$ cat config.mk
export PLATFORM = sky130hd
export DESIGN_NAME = brownout_ldo_softreset_ctrl
export DESIGN_NICKNAME = d
export VERILOG_FILES = /design/src/hw/edge_sync.v /design/src/hw/osc_tick.v /design/src/hw/brownout_ldo_softreset_ctrl.v
export VERILOG_INCLUDE_DIRS = /design/src /design/src/hw
export SDC_FILE = /design/constraint.sdc
export NUM_CORES = 1
export LEC_CHECK = 0
export BUFFER_PORTS_ARGS = -buffer_cell sky130_fd_sc_hd__buf_4
export CAP_MARGIN = 40
export CORE_UTILIZATION = 38
export CTS_CLUSTER_SIZE = 30
export DETAILED_ROUTE_END_ITERATION = 10
export PLACE_DENSITY_LB_ADDON = 0.12
export SYNTH_ARGS = -nofsm -noshare
export SYNTH_HDL_FRONTEND = slang
export SYNTH_SLANG_ARGS = --single-unit
$ cat constraint.sdc
create_clock -name aclk -period 4.2 [get_ports aclk]
set_input_delay 1.05 -clock aclk [delete_from_list [all_inputs] [get_ports aclk]]
set_output_delay 1.05 -clock aclk [all_outputs]
set_load 0.02 [all_outputs]
$ cat src/hw/brownout_ctrl_regs.vh
`ifndef BROWNOUT_CTRL_REGS_VH
`define BROWNOUT_CTRL_REGS_VH

// Register byte addresses.
`define OFS_GPIO_CAP        8'h1c
`define OFS_BOR_CTL         8'h30
`define OFS_LDO_CTL         8'h34
`define OFS_SRC0            8'h40
`define OFS_IRQ_STATUS      8'h50
`define OFS_IRQ_ENABLE      8'h54
`define OFS_IRQ_CLEAR       8'h58

// Capability word: five ports present.
`define GPIO_CAP_VALUE      32'h0000_001f

// Brown-out control fields and reset values.
`define BOR_TIM_HI          15
`define BOR_TIM_LO          2
`define BOR_TIM_W           14
`define BOR_SEL_BIT         1
`define BOR_WT_BIT          0
`define BOR_TIM_RST         14'h1fff
`define BOR_SEL_RST         1'b0
`define BOR_WT_RST          1'b1

// Regulator adjust field.
`define LDO_W               6
`define LDO_RST             6'h00

// Software reset bits.
`define SRC_PWM_BIT         20
`define SRC_ADC_BIT         16
`define SRC_WDT_BIT         3
`define SRC_MASK            32'h0011_0008

// Primary capability presence bits for the reset targets.
`define CAP_PWM_BIT         20
`define CAP_ADC_BIT         16
`define CAP_WDT_BIT         3

// Interrupt status layout.
`define IRQ_BOR_BIT         0
`define IRQ_W               1

// AXI response codes.
`define RESP_OKAY           2'b00
`define RESP_SLVERR         2'b10

`endif

$ cat src/hw/edge_sync.v
`timescale 1ns/10ps
// Two-stage synchroniser with rise detection on the settled copy only.
module edge_sync (
    input  wire aclk,
    input  wire aresetn,
    input  wire din,
    output wire level,
    output wire rise
);
    reg meta_r;
    reg sync_r;
    reg last_r;

    always @(posedge aclk) begin
        if (!aresetn) begin
            meta_r <= 1'b0;
            sync_r <= 1'b0;
            last_r <= 1'b0;
        end else begin
            meta_r <= din;
            sync_r <= meta_r;
            last_r <= sync_r;
        end
    end

    assign level = sync_r;
    assign rise  = sync_r & ~last_r;
endmodule

$ cat src/hw/osc_tick.v
`timescale 1ns/10ps
// Turns the oscillator into a one-cycle tick on each of its rising edges.
// The oscillator must run below half the bus clock rate for every edge to be seen.
module osc_tick (
    input  wire aclk,
    input  wire aresetn,
    input  wire osc_in,
    output wire tick
);
    reg meta_r;
    reg sync_r;
    reg last_r;

    always @(posedge aclk) begin
        if (!aresetn) begin
            meta_r <= 1'b0;
            sync_r <= 1'b0;
            last_r <= 1'b0;
        end else begin
            meta_r <= osc_in;
            sync_r <= meta_r;
            last_r <= sync_r;
        end
    end

    assign tick = sync_r & ~last_r;
endmodule

$ cat src/hw/brownout_ldo_softreset_ctrl.v
// The AXI4-Lite register port is this design's own decision.
`timescale 1ns/10ps
module brownout_ldo_softreset_ctrl (
    input  wire        aclk,
    input  wire        aresetn,
    input  wire [7:0]  s_axi_awaddr,
    input  wire [2:0]  s_axi_awprot,
    input  wire        s_axi_awvalid,
    output wire        s_axi_awready,
    input  wire [31:0] s_axi_wdata,
    input  wire [3:0]  s_axi_wstrb,
    input  wire        s_axi_wvalid,
    output wire        s_axi_wready,
    output reg  [1:0]  s_axi_bresp,
    output reg         s_axi_bvalid,
    input  wire        s_axi_bready,
    input  wire [7:0]  s_axi_araddr,
    input  wire [2:0]  s_axi_arprot,
    input  wire        s_axi_arvalid,
    output wire        s_axi_arready,
    output reg  [31:0] s_axi_rdata,
    output reg  [1:0]  s_axi_rresp,
    output reg         s_axi_rvalid,
    input  wire        s_axi_rready,
    input  wire [31:0] primary_capabilities,
    input  wire        brownout_detector,
    input  wire        internal_oscillator,
    output reg  [5:0]  regulator_voltage_select,
    output reg         brownout_system_reset,
    output reg         pwm_soft_reset,
    output reg         adc_soft_reset,
    output reg         wdt_soft_reset,
    output wire        irq
);
`include "brownout_ctrl_regs.vh"

    localparam ST_IDLE  = 2'b00;
    localparam ST_WAIT  = 2'b01;
    localparam ST_HOLD  = 2'b10;

    // Registers.
    reg [13:0] brownout_wait_count_r;
    reg        brownout_reset_select_r;
    reg        brownout_noise_check_r;
    reg [5:0]  regulator_adjust_code_r;
    reg [31:0] src0_r;
    reg        brownout_raw_flag_r;
    reg        brownout_irq_mask_r;

    // Write channel holding latches, so address and data may arrive in any order.
    reg        aw_held_r;
    reg [7:0]  aw_addr_r;
    reg        w_held_r;
    reg [31:0] w_data_r;
    reg [3:0]  w_strb_r;

    // Brown-out sequencer.
    reg [1:0]  state_r;
    reg [1:0]  state_nxt;
    reg [13:0] wait_cnt_r;
    reg [13:0] wait_cnt_nxt;
    reg        event_nxt;

    wire       det_level;
    wire       det_rise;
    wire       osc_tick_w;
    // A zero count gives an immediate resample.
    wire       wait_done = (wait_cnt_r == 14'h0000);

    edge_sync u_det_sync (
        .aclk    (aclk),
        .aresetn (aresetn),
        .din     (brownout_detector),
        .level   (det_level),
        .rise    (det_rise)
    );

    // The oscillator is sampled as data, which avoids a second clock domain.
    osc_tick u_osc_tick (
        .aclk    (aclk),
        .aresetn (aresetn),
        .osc_in  (internal_oscillator),
        .tick    (osc_tick_w)
    );

    // Byte-lane merge of a write into an old word.
    function [31:0] merge;
        input [31:0] old;
        input [31:0] data;
        input [3:0]  strb;
        integer i;
        begin
            merge = old;
            for (i = 0; i < 4; i = i + 1) begin
                if (strb[i]) begin
                    merge[i*8 +: 8] = data[i*8 +: 8];
                end
            end
        end
    endfunction

    // Unmapped offsets answer with an error rather than aliasing a register.
    function is_mapped;
        input [7:0] addr;
        begin
            case (addr)
                `OFS_GPIO_CAP, `OFS_BOR_CTL, `OFS_LDO_CTL, `OFS_SRC0,
                `OFS_IRQ_STATUS, `OFS_IRQ_ENABLE, `OFS_IRQ_CLEAR: is_mapped = 1'b1;
                default: is_mapped = 1'b0;
            endcase
        end
    endfunction

    wire [31:0] bor_ctl_word = {16'h0000, brownout_wait_count_r,
                                brownout_reset_select_r, brownout_noise_check_r};

    // Bits of the soft reset word whose units are marked present.
    wire [31:0] src_present = ({31'h0000_0000, primary_capabilities[`CAP_PWM_BIT]}
                                   << `SRC_PWM_BIT)
                            | ({31'h0000_0000, primary_capabilities[`CAP_ADC_BIT]}
                                   << `SRC_ADC_BIT)
                            | ({31'h0000_0000, primary_capabilities[`CAP_WDT_BIT]}
                                   << `SRC_WDT_BIT);
    wire [31:0] src_wmask = src_present & `SRC_MASK;

    // A write proceeds once both halves are held and no response is outstanding.
    wire do_write = aw_held_r & w_held_r & ~s_axi_bvalid;
    wire [31:0] wr_word_bor = merge(bor_ctl_word, w_data_r, w_strb_r);
    wire [31:0] wr_word_ldo = merge({26'h000_0000, regulator_adjust_code_r},
                                    w_data_r, w_strb_r);
    wire [31:0] wr_word_src = merge(src0_r, w_data_r, w_strb_r);
    wire [31:0] wr_word_irq = merge(32'h0000_0000, w_data_r, w_strb_r);
    wire        clr_bor     = do_write && aw_addr_r == `OFS_IRQ_CLEAR
                              && wr_word_irq[`IRQ_BOR_BIT];

    assign s_axi_awready = ~aw_held_r;
    assign s_axi_wready  = ~w_held_r;
    assign s_axi_arready = ~s_axi_rvalid;

    // Address channel holding latch.
    always @(posedge aclk) begin
        if (!aresetn) begin
            aw_held_r <= 1'b0;
            aw_addr_r <= 8'h00;
        end else if (s_axi_awvalid && !aw_held_r) begin
            aw_held_r <= 1'b1;
            aw_addr_r <= s_axi_awaddr;
        end else if (do_write) begin
            aw_held_r <= 1'b0;
        end
    end

    // Data channel holding latch.
    always @(posedge aclk) begin
        if (!aresetn) begin
            w_held_r <= 1'b0;
            w_data_r <= 32'h0000_0000;
            w_strb_r <= 4'h0;
        end else if (s_axi_wvalid && !w_held_r) begin
            w_held_r <= 1'b1;
            w_data_r <= s_axi_wdata;
            w_strb_r <= s_axi_wstrb;
        end else if (do_write) begin
            w_held_r <= 1'b0;
        end
    end

    // Write response; a new write waits until the previous answer is taken.
    always @(posedge aclk) begin
        if (!aresetn) begin
            s_axi_bvalid <= 1'b0;
            s_axi_bresp  <= `RESP_OKAY;
        end else if (do_write) begin
            s_axi_bvalid <= 1'b1;
            s_axi_bresp  <= is_mapped(aw_addr_r) ? `RESP_OKAY : `RESP_SLVERR;
        end else if (s_axi_bready) begin
            s_axi_bvalid <= 1'b0;
        end
    end

    // Register writes.
    always @(posedge aclk) begin
        if (!aresetn) begin
            brownout_wait_count_r   <= `BOR_TIM_RST;
            brownout_reset_select_r <= `BOR_SEL_RST;
            brownout_noise_check_r  <= `BOR_WT_RST;
            regulator_adjust_code_r <= `LDO_RST;
            src0_r                  <= 32'h0000_0000;
            brownout_irq_mask_r     <= 1'b0;
        end else if (do_write) begin
            case (aw_addr_r)
                `OFS_BOR_CTL: begin
                    brownout_wait_count_r   <= wr_word_bor[`BOR_TIM_HI:`BOR_TIM_LO];
                    brownout_reset_select_r <= wr_word_bor[`BOR_SEL_BIT];
                    brownout_noise_check_r  <= wr_word_bor[`BOR_WT_BIT];
                end
                `OFS_LDO_CTL: begin
                    regulator_adjust_code_r <= wr_word_ldo[`LDO_W-1:0];
                end
                `OFS_SRC0: begin
                    // Absent units keep their bit; a later write of 0 releases a unit only while it is marked present.
                    src0_r <= (src0_r & ~src_wmask) | (wr_word_src & src_wmask);
                end
                `OFS_IRQ_ENABLE: begin
                    brownout_irq_mask_r <= wr_word_irq[`IRQ_BOR_BIT];
                end
                default: begin
                    brownout_irq_mask_r <= brownout_irq_mask_r;
                end
            endcase
        end
    end

    // Read decode; reserved and write-only locations read as zero.
    function [31:0] read_word;
        input [7:0] addr;
        begin
            case (addr)
                `OFS_GPIO_CAP:   read_word = `GPIO_CAP_VALUE;
                `OFS_BOR_CTL:    read_word = bor_ctl_word;
                `OFS_LDO_CTL:    read_word = {26'h000_0000, regulator_adjust_code_r};
                `OFS_SRC0:       read_word = src0_r;
                `OFS_IRQ_STATUS: read_word = {31'h0000_0000, brownout_raw_flag_r};
                `OFS_IRQ_ENABLE: read_word = {31'h0000_0000, brownout_irq_mask_r};
                default:         read_word = 32'h0000_0000;
            endcase
        end
    endfunction

    // Read channel: one cycle after the address is taken.
    always @(posedge aclk) begin
        if (!aresetn) begin
            s_axi_rvalid <= 1'b0;
            s_axi_rdata  <= 32'h0000_0000;
            s_axi_rresp  <= `RESP_OKAY;
        end else if (s_axi_arvalid && !s_axi_rvalid) begin
            s_axi_rvalid <= 1'b1;
            s_axi_rresp  <= is_mapped(s_axi_araddr) ? `RESP_OKAY : `RESP_SLVERR;
            s_axi_rdata  <= read_word(s_axi_araddr);
        end else if (s_axi_rready) begin
            s_axi_rvalid <= 1'b0;
        end
    end

    // Brown-out sequencer. The wait counts oscillator ticks, so the bus clock
    // rate does not change the filter window.
    always @* begin
        state_nxt    = state_r;
        wait_cnt_nxt = wait_cnt_r;
        event_nxt    = 1'b0;
        case (state_r)
            ST_IDLE: begin
                if (det_rise) begin
                    if (brownout_noise_check_r) begin
                        state_nxt    = ST_WAIT;
                        wait_cnt_nxt = brownout_wait_count_r;
                    end else begin
                        event_nxt = 1'b1;
                        state_nxt = ST_HOLD;
                    end
                end
            end
            ST_WAIT: begin
                if (wait_done) begin
                    if (det_level) begin
                        event_nxt = 1'b1;
                        state_nxt = ST_HOLD;
                    end else begin
                        state_nxt = ST_IDLE;
                    end
                end else if (osc_tick_w) begin
                    wait_cnt_nxt = wait_cnt_r - 14'h0001;
                end
            end
            ST_HOLD: begin
                // One report per assertion: wait for the detector to drop.
                if (!det_level) begin
                    state_nxt = ST_IDLE;
                end
            end
            default: begin
                state_nxt = ST_IDLE;
            end
        endcase
    end

    always @(posedge aclk) begin
        if (!aresetn) begin
            state_r               <= ST_IDLE;
            wait_cnt_r            <= 14'h0000;
            brownout_system_reset <= 1'b0;
        end else begin
            state_r               <= state_nxt;
            wait_cnt_r            <= wait_cnt_nxt;
            brownout_system_reset <= event_nxt & brownout_reset_select_r;
        end
    end

    // A new event wins over a clear in the same cycle, so no brown-out is lost.
    always @(posedge aclk) begin
        if (!aresetn) begin
            brownout_raw_flag_r <= 1'b0;
        end else if (event_nxt) begin
            brownout_raw_flag_r <= 1'b1;
        end else if (clr_bor) begin
            brownout_raw_flag_r <= 1'b0;
        end
    end

    assign irq = brownout_raw_flag_r & brownout_irq_mask_r & ~brownout_reset_select_r;

    always @(posedge aclk) begin
        if (!aresetn) begin
            regulator_voltage_select <= `LDO_RST;
        end else begin
            regulator_voltage_select <= regulator_adjust_code_r;
        end
    end

    // Unit resets are registered so that a bus write never glitches a unit.
    always @(posedge aclk) begin
        if (!aresetn) begin
            pwm_soft_reset <= 1'b0;
            adc_soft_reset <= 1'b0;
            wdt_soft_reset <= 1'b0;
        end else begin
            pwm_soft_reset <= src0_r[`SRC_PWM_BIT];
            adc_soft_reset <= src0_r[`SRC_ADC_BIT];
            wdt_soft_reset <= src0_r[`SRC_WDT_BIT];
        end
    end
endmodule

==> results of run 1 <==
==> cells by family (layout without fill, tap and decap cells) <==
group,count (synthesis),in the layout
compound gates,132,132
fa+ha+maj,2,2
simple gates,242,242
other cells,1,16
buf+inv,60,116
xor+xnor,2,2
flops,112,112
mux,24,24
==> per-layer routing <==
metal | vias to the layer above | part of all wire [%] | global-route usage [%]
met5 | - | 0 | 0
met2 | 82 | 45 | 27.8
met3 | 12 | 4.8 | 3.63
met4 | 0 | 1.6 | 7.18
li1 | 2065 | - | -
met1 | 1797 | 48 | 23.7
==> cells in the final DEF, fill, tap and decap left out, types with 5 or more instances in the layout <==
cell	count
dfxtp_1	112
nand2_1	108
buf_4	90
a21boi_0	35
o21ai_0	28
nor2b_1	27
nor2_1	23
a21oi_1	17
mux2i_1	17
nand3_1	16
and2_1	16
conb_1	16
a22oi_1	12
inv_1	10
nand2b_1	9
o21ai_1	9
clkbuf_16	9
nor3_1	8
mux2_2	7
a21boi_1	7
nand3b_1	5
o22ai_1	5
==> power groups by stage <==
stage	Sequential, mW	Combinational, mW	Clock (mW)
after CTS	1.13	0.273	0.968
after global routing	1.13	0.301	1.01
after detailed placement	1.15	0.273	0
after global placement	1.15	0.270	0
final	1.13	0.271	0.946
after floorplan	1.15	0.198	0
==> worst paths after layout <==
check	slack [ns]	depth (start not counted)	to
setup reg to reg	1.88	6	brownout_wait_count_r[6]
hold reg to reg	0.44	1	u_det_sync.level
hold / removal	0.44	1	u_det_sync.level
setup / recovery	1.78	6	s_axi_rdata[13]
==> worst max-delay path: cells and delay by family <==
kind	cells	cell delay, ns
buffers and inverters	1	0.11
AND/OR/NAND/NOR	4	1.41
AO/OA/AOI/OAI	1	0.13
==> cell type report <==
class	count	area (um^2)
multi-input cells	418	2480
inverters	10	37.5
flip-flops and latches	112	2240
repair buffers	90	676
clock inverters	2	60.1
fillers	1267	6690
clock buffers	14	274
well taps	172	215
==> per-stage QoR <==
step / utilization (%) / instances / cell area, um^2 / power, mW
6_report: 47.2 / 818 / 5980 / 2.35
5_1_grt: 47.2 / 818 / 5980 / 2.45
3_5_place_dp: 44.6 / 802 / 5650 / 1.43
4_1_cts: 47.2 / 818 / 5980 / 2.37
2_1_floorplan: - / 590 / 5030 / 1.35
3_3_place_gp: 44.5 / 801 / 5640 / 1.42
==> sequential cells by signal, summed over array words and instances (netlist names), 2 cells and up, named ones only <==
register                  count
s_axi_rdata                  18
w_data_r                     18
brownout_wait_count_r        14
wait_cnt_r                   14
aw_addr_r                     8
regulator_adjust_code_r       6
regulator_voltage_select      6
w_strb_r                      3
state_r                       2
==> impl_metrics.py, run 1 <==
metrics = {
    "final_layout": {
        "diodes": 0,
        "drive_gt1_share_pct": 18.7,
        "area_delta_synth_final_pct": 20.3,
        "finalNetCount": 741,
    },
    "die": {
        "die-area_um2": 13500,
        "core_um2": 12700,
        "die_w_um": 116,
        "initial_core_util_pct": 39.2,
        "rows": 41,
        "fp.dieH_um": 116,
        "io-pin-count": 151,
    },
    "power": {
        "leakage_nw": 2.38,
        "p_seq_share_pct": 48.1,
        "p_sw_mw": 0.560,
        "internal_power_mw": 1.79,
        "pwr_density_cell_nw_per_um2": 392,
        "ir_worst_vdd_v": 0.000193,
        "netSwitchingFraction_pct": 23.9,
        "pwr-share-clk_pct": 40.3,
        "pwr-share-comb_pct": 11.6,
    },
    "setup_path": {
        "critPathMaxFanout": 10,
        "cp-end-kind": "register",
        "crit_slowest_cell": "and3_1",
        "cp-start-kind": "input pin",
        "max_stage_delay_ns": 0.50,
        "path_cells": "buf_4 -> nor3_1 -> and4b_1 -> and3_1 -> a22oi_1 -> nor2b_1",
        "worstSetupPathType": "input pin to register",
        "worstReg2RegStart": "w_held_r",
        "crit_start": "s_axi_araddr[3]",
        "arrival_ns": 2.70,
        "required_ns": 4.49,
    },
    "place": {
        "place_ws_ns": 1.43,
        "hpwl_um": 8120,
        "gp_congestion": 0.816,
        "io_buffers": 84,
    },
    "synthesis": {
        "syn_avg_cell_area_um2": 8.65,
        "yosys_most_used_dff": "dfxtp_1",
        "ys_seq_area_share_pct": 45.1,
        "netlist_top_cells_count": "dfxtp_1 (112), nand2_1 (108), a21boi_0 (35)",
        "synth-simple-area-share_pct": 25.2,
        "synth_top_family_by_area": "simple AND/OR/NAND/NOR gates",
        "synthAdderAreaFrac_pct": 0.453,
        "synthMuxAreaShare_pct": 5.01,
        "synthTopCellsByArea": "dfxtp_1 (45%), nand2_1 (8.2%), a21boi_0 (5.3%)",
        "synth_edf_count": 0,
        "ys_ff_latch": 112,
        "synth_area_leader_cell": "dfxtp_1",
        "synth_cell_type_count": 56,
        "synth_xor_area_share_pct": 0.352,
        "synth_area_um2": 4970,
        "netlist.area_leader.share_pct": 45.1,
        "synth_compound_area_share_pct": 17.5,
        "yosysMostFrequentCell": "dfxtp_1",
        "ys_async_sr_fraction_pct": 0,
        "synth_cells": 575,
        "yosysWarnings": 0,
    },
    "sta": {
        "setup_ws_ns": 1.78,
        "fin_crit_sh_pct": 57.5,
        "hold_viol_final": 0,
        "timing.fmax_mhz": 414,
        "relSlewSlack_pct": 45.1,
        "timing.final.crit_period_ns": 2.42,
        "finalSetupViolations": 0,
        "holdWs_ns": 0.439,
        "tightestPinTransition_ns": 0.821,
        "slew_violations": 0,
        "clock-skew-final_ns": 0.00521,
        "rsz0062_at_grt": "false",
        "fin_tns_setup_ns": 0,
    },
    "global_route": {
        "grt_max_degree": 81,
        "gr-total-overflow": 0,
        "track_usage_pct": 17.7,
        "grt_pass1_vias": 3706,
        "grt_pass1_wl_um": 18400,
        "antenna_found_initial": 0,
    },
    "hold_path": {
        "hold_class": "register to register",
        "worstHoldStart": "u_det_sync.meta_r",
    },
    "clock_tree": {
        "cts.path.max_buffers": 2,
        "clkSinkCount": 112,
        "cts_resized": 0,
        "hold_buffers": 0,
        "cts-buffers-inserted": 9,
        "post_cts_buffers": 0,
        "cts_tree": "built",
        "cts_root_buffer": "clkbuf_16",
        "clk_pin_slew_ns": 0.07,
        "clock_latency_ns": 0.35,
        "ctsHtreeMaxLevel": 3,
    },
    "drt": {
        "vias_per_cell": 4.84,
        "via_count": 3956,
        "drt_iter0_markers": 151,
        "totalWireLength_um": 11300,
        "drc": 0,
        "drtPass1Iterations": 4,
        "wire_per_inst_um": 13.9,
        "ant_nets": 0,
    },
    "job": {
        "maxCapViolCount": 0,
    },
    "status": {
        "status": "complete, no violations",
    },
}
No activity file was read; power rests on OpenSTA's default activity.
==> run 2: changes to the inputs <==
clock period = 2.4 ns   (was 4.2 ns; I/O delays follow)
==> run 2 against run 1 <==
- cell area rose by 0.98%
- clock power is 60% higher
- total power grew 69%
- final cell count rose by 1.1%
- die area stayed put
- core utilization rose by 0.46 points
- critical path type is now register to register
- sequential cell count unchanged
- worst setup slack lost 1.4 ns
==> impl_metrics.py, run 2 (same netlist as run 1, synthesis figures left out) <==
metrics = {
    "clock_tree": {
        "cts_tree": "built",
        "clkSinkCount": 112,
        "clock_latency_ns": 0.35,
        "cts.path.max_buffers": 2,
        "clk_pin_slew_ns": 0.07,
        "cts_resized": 0,
        "ctsHtreeMaxLevel": 3,
        "post_cts_buffers": 0,
        "hold_buffers": 0,
        "cts-buffers-inserted": 9,
        "cts_root_buffer": "clkbuf_16",
    },
    "die": {
        "initial_core_util_pct": 39.2,
        "rows": 41,
        "die_w_um": 116,
        "fp.dieH_um": 116,
        "die-area_um2": 13500,
        "io-pin-count": 151,
        "core_um2": 12700,
    },
    "global_route": {
        "antenna_found_initial": 0,
        "grt_pass1_vias": 3739,
        "gr-total-overflow": 0,
        "track_usage_pct": 17.8,
        "grt_max_degree": 44,
        "grt_pass1_wl_um": 18600,
    },
    "job": {
        "maxCapViolCount": 0,
    },
    "sta": {
        "relSlewSlack_pct": 51.6,
        "slew_violations": 0,
        "fin_tns_setup_ns": 0,
        "clock-skew-final_ns": 0.00522,
        "tightestPinTransition_ns": 0.724,
        "timing.fmax_mhz": 496,
        "fin_crit_sh_pct": 84.0,
        "finalSetupViolations": 0,
        "rsz0062_at_grt": "false",
        "hold_viol_final": 0,
        "timing.final.crit_period_ns": 2.02,
    },
    "drt": {
        "ant_nets": 0,
        "via_count": 4065,
        "drtPass1Iterations": 4,
        "drc": 0,
        "vias_per_cell": 4.92,
        "drt_iter0_markers": 195,
        "wire_per_inst_um": 13.6,
        "totalWireLength_um": 11300,
    },
    "final_layout": {
        "final_common_cell": "dfxtp_1",
        "finalNetCount": 750,
        "top_regs": "s_axi_rdata (18), w_data_r (18)",
        "area_delta_synth_final_pct": 21.5,
        "diodes": 0,
        "drive_gt1_share_pct": 19.8,
        "fillerInstances": 1264,
        "mostFrequentLayoutCells": "dfxtp_1 (112), nand2_1 (108), buf_4 (97), a21boi_0 (35), o21ai_0 (28)",
        "post-route-util_pct": 47.7,
    },
    "power": {
        "ir_worst_vdd_v": 0.000327,
        "leakage_nw": 2.42,
        "pwr_density_cell_nw_per_um2": 658,
    },
    "setup_path": {
        "arrival_ns": 2.31,
        "cp-end-kind": "register",
        "worstSetupPathType": "register to register",
        "critPathMaxFanout": 27,
        "required_ns": 2.69,
        "cp-start-kind": "register",
    },
    "place": {
        "io_buffers": 84,
        "hpwl_um": 8140,
        "gp_congestion": 0.818,
    },
    "hold_path": {
        "hold_class": "register to register",
    },
    "status": {
        "status": "complete, no violations",
    },
}
## run 2: cell types whose count changed in the layout (fill, tap and decap cells not counted)
| cell | before | now |
|---|---|---|
| buf_12 | 0 | 2 |
| buf_4 | 90 | 97 |
| bufinv_16 | 2 | 1 |
| clkbuf_8 | 3 | 2 |
| clkinv_2 | 0 | 2 |
## run 2: worst max-delay path, stage by stage (launching register included)
cell,delay [ns]
dfxtp_1,0.34
inv_1,0.08
ha_1,0.21
nor3b_1,0.44
nand4_2,0.27
a21oi_4,0.21
buf_12,0.18
o21ai_1,0.08
a21boi_1,0.15
## run 2: routing by layer
metal	wire, um	share of wire (%)	GRT usage, %	up-vias
li1	-	-	-	2082
met1	5510	49	23.9	1891
met2	5160	46	27.7	81
met3	414	3.7	3.37	11
met4	169	1.5	7.95	0
met5	0	0	0	-
## run 2: power breakdown
part           switching (mW)  internal, mW
Clock                   0.647         0.864
Sequential             0.0555          1.92
Combinational           0.273         0.216
Total                   0.976          3.00
## run 2: area by class of cell
cell class / instances / area, um^2 / share of cell area, %
Clock buffer: 13 / 260 / 4.31
Clock inverter: 3 / 40.0 / 0.663
Inverter: 10 / 37.5 / 0.622
Multi-Input combinational cell: 418 / 2480 / 41.0
Sequential cell: 112 / 2240 / 37.1
Tap cell: 172 / 215 / 3.56
Timing Repair Buffer: 99 / 768 / 12.7
## run 2: path summary, 6_finish.rpt
kind / cells past startpoint / slack, ns / startpoint / endpoint
setup / recovery: 8 / 0.38 / wait_cnt_r[0] / wait_cnt_r[10]
hold / removal: 1 / 0.44 / u_det_sync.meta_r / u_det_sync.level
setup reg to reg: 8 / 0.38 / wait_cnt_r[0] / wait_cnt_r[10]
hold reg to reg: 1 / 0.44 / u_det_sync.meta_r / u_det_sync.level
## run 2: per-stage QoR
step	hold WS (ns)	area [um^2]	power, mW	setup WS, ns	std cells
floorplan	0.412	5030	2.36	0.611	590
global placement	0.425	5740	2.50	0.450	811
detailed placement	0.422	5740	2.51	0.422	811
CTS	0.442	6040	4.03	0.409	827
global route	0.444	6040	4.16	0.225	827
finish	0.436	6040	3.98	0.384	827
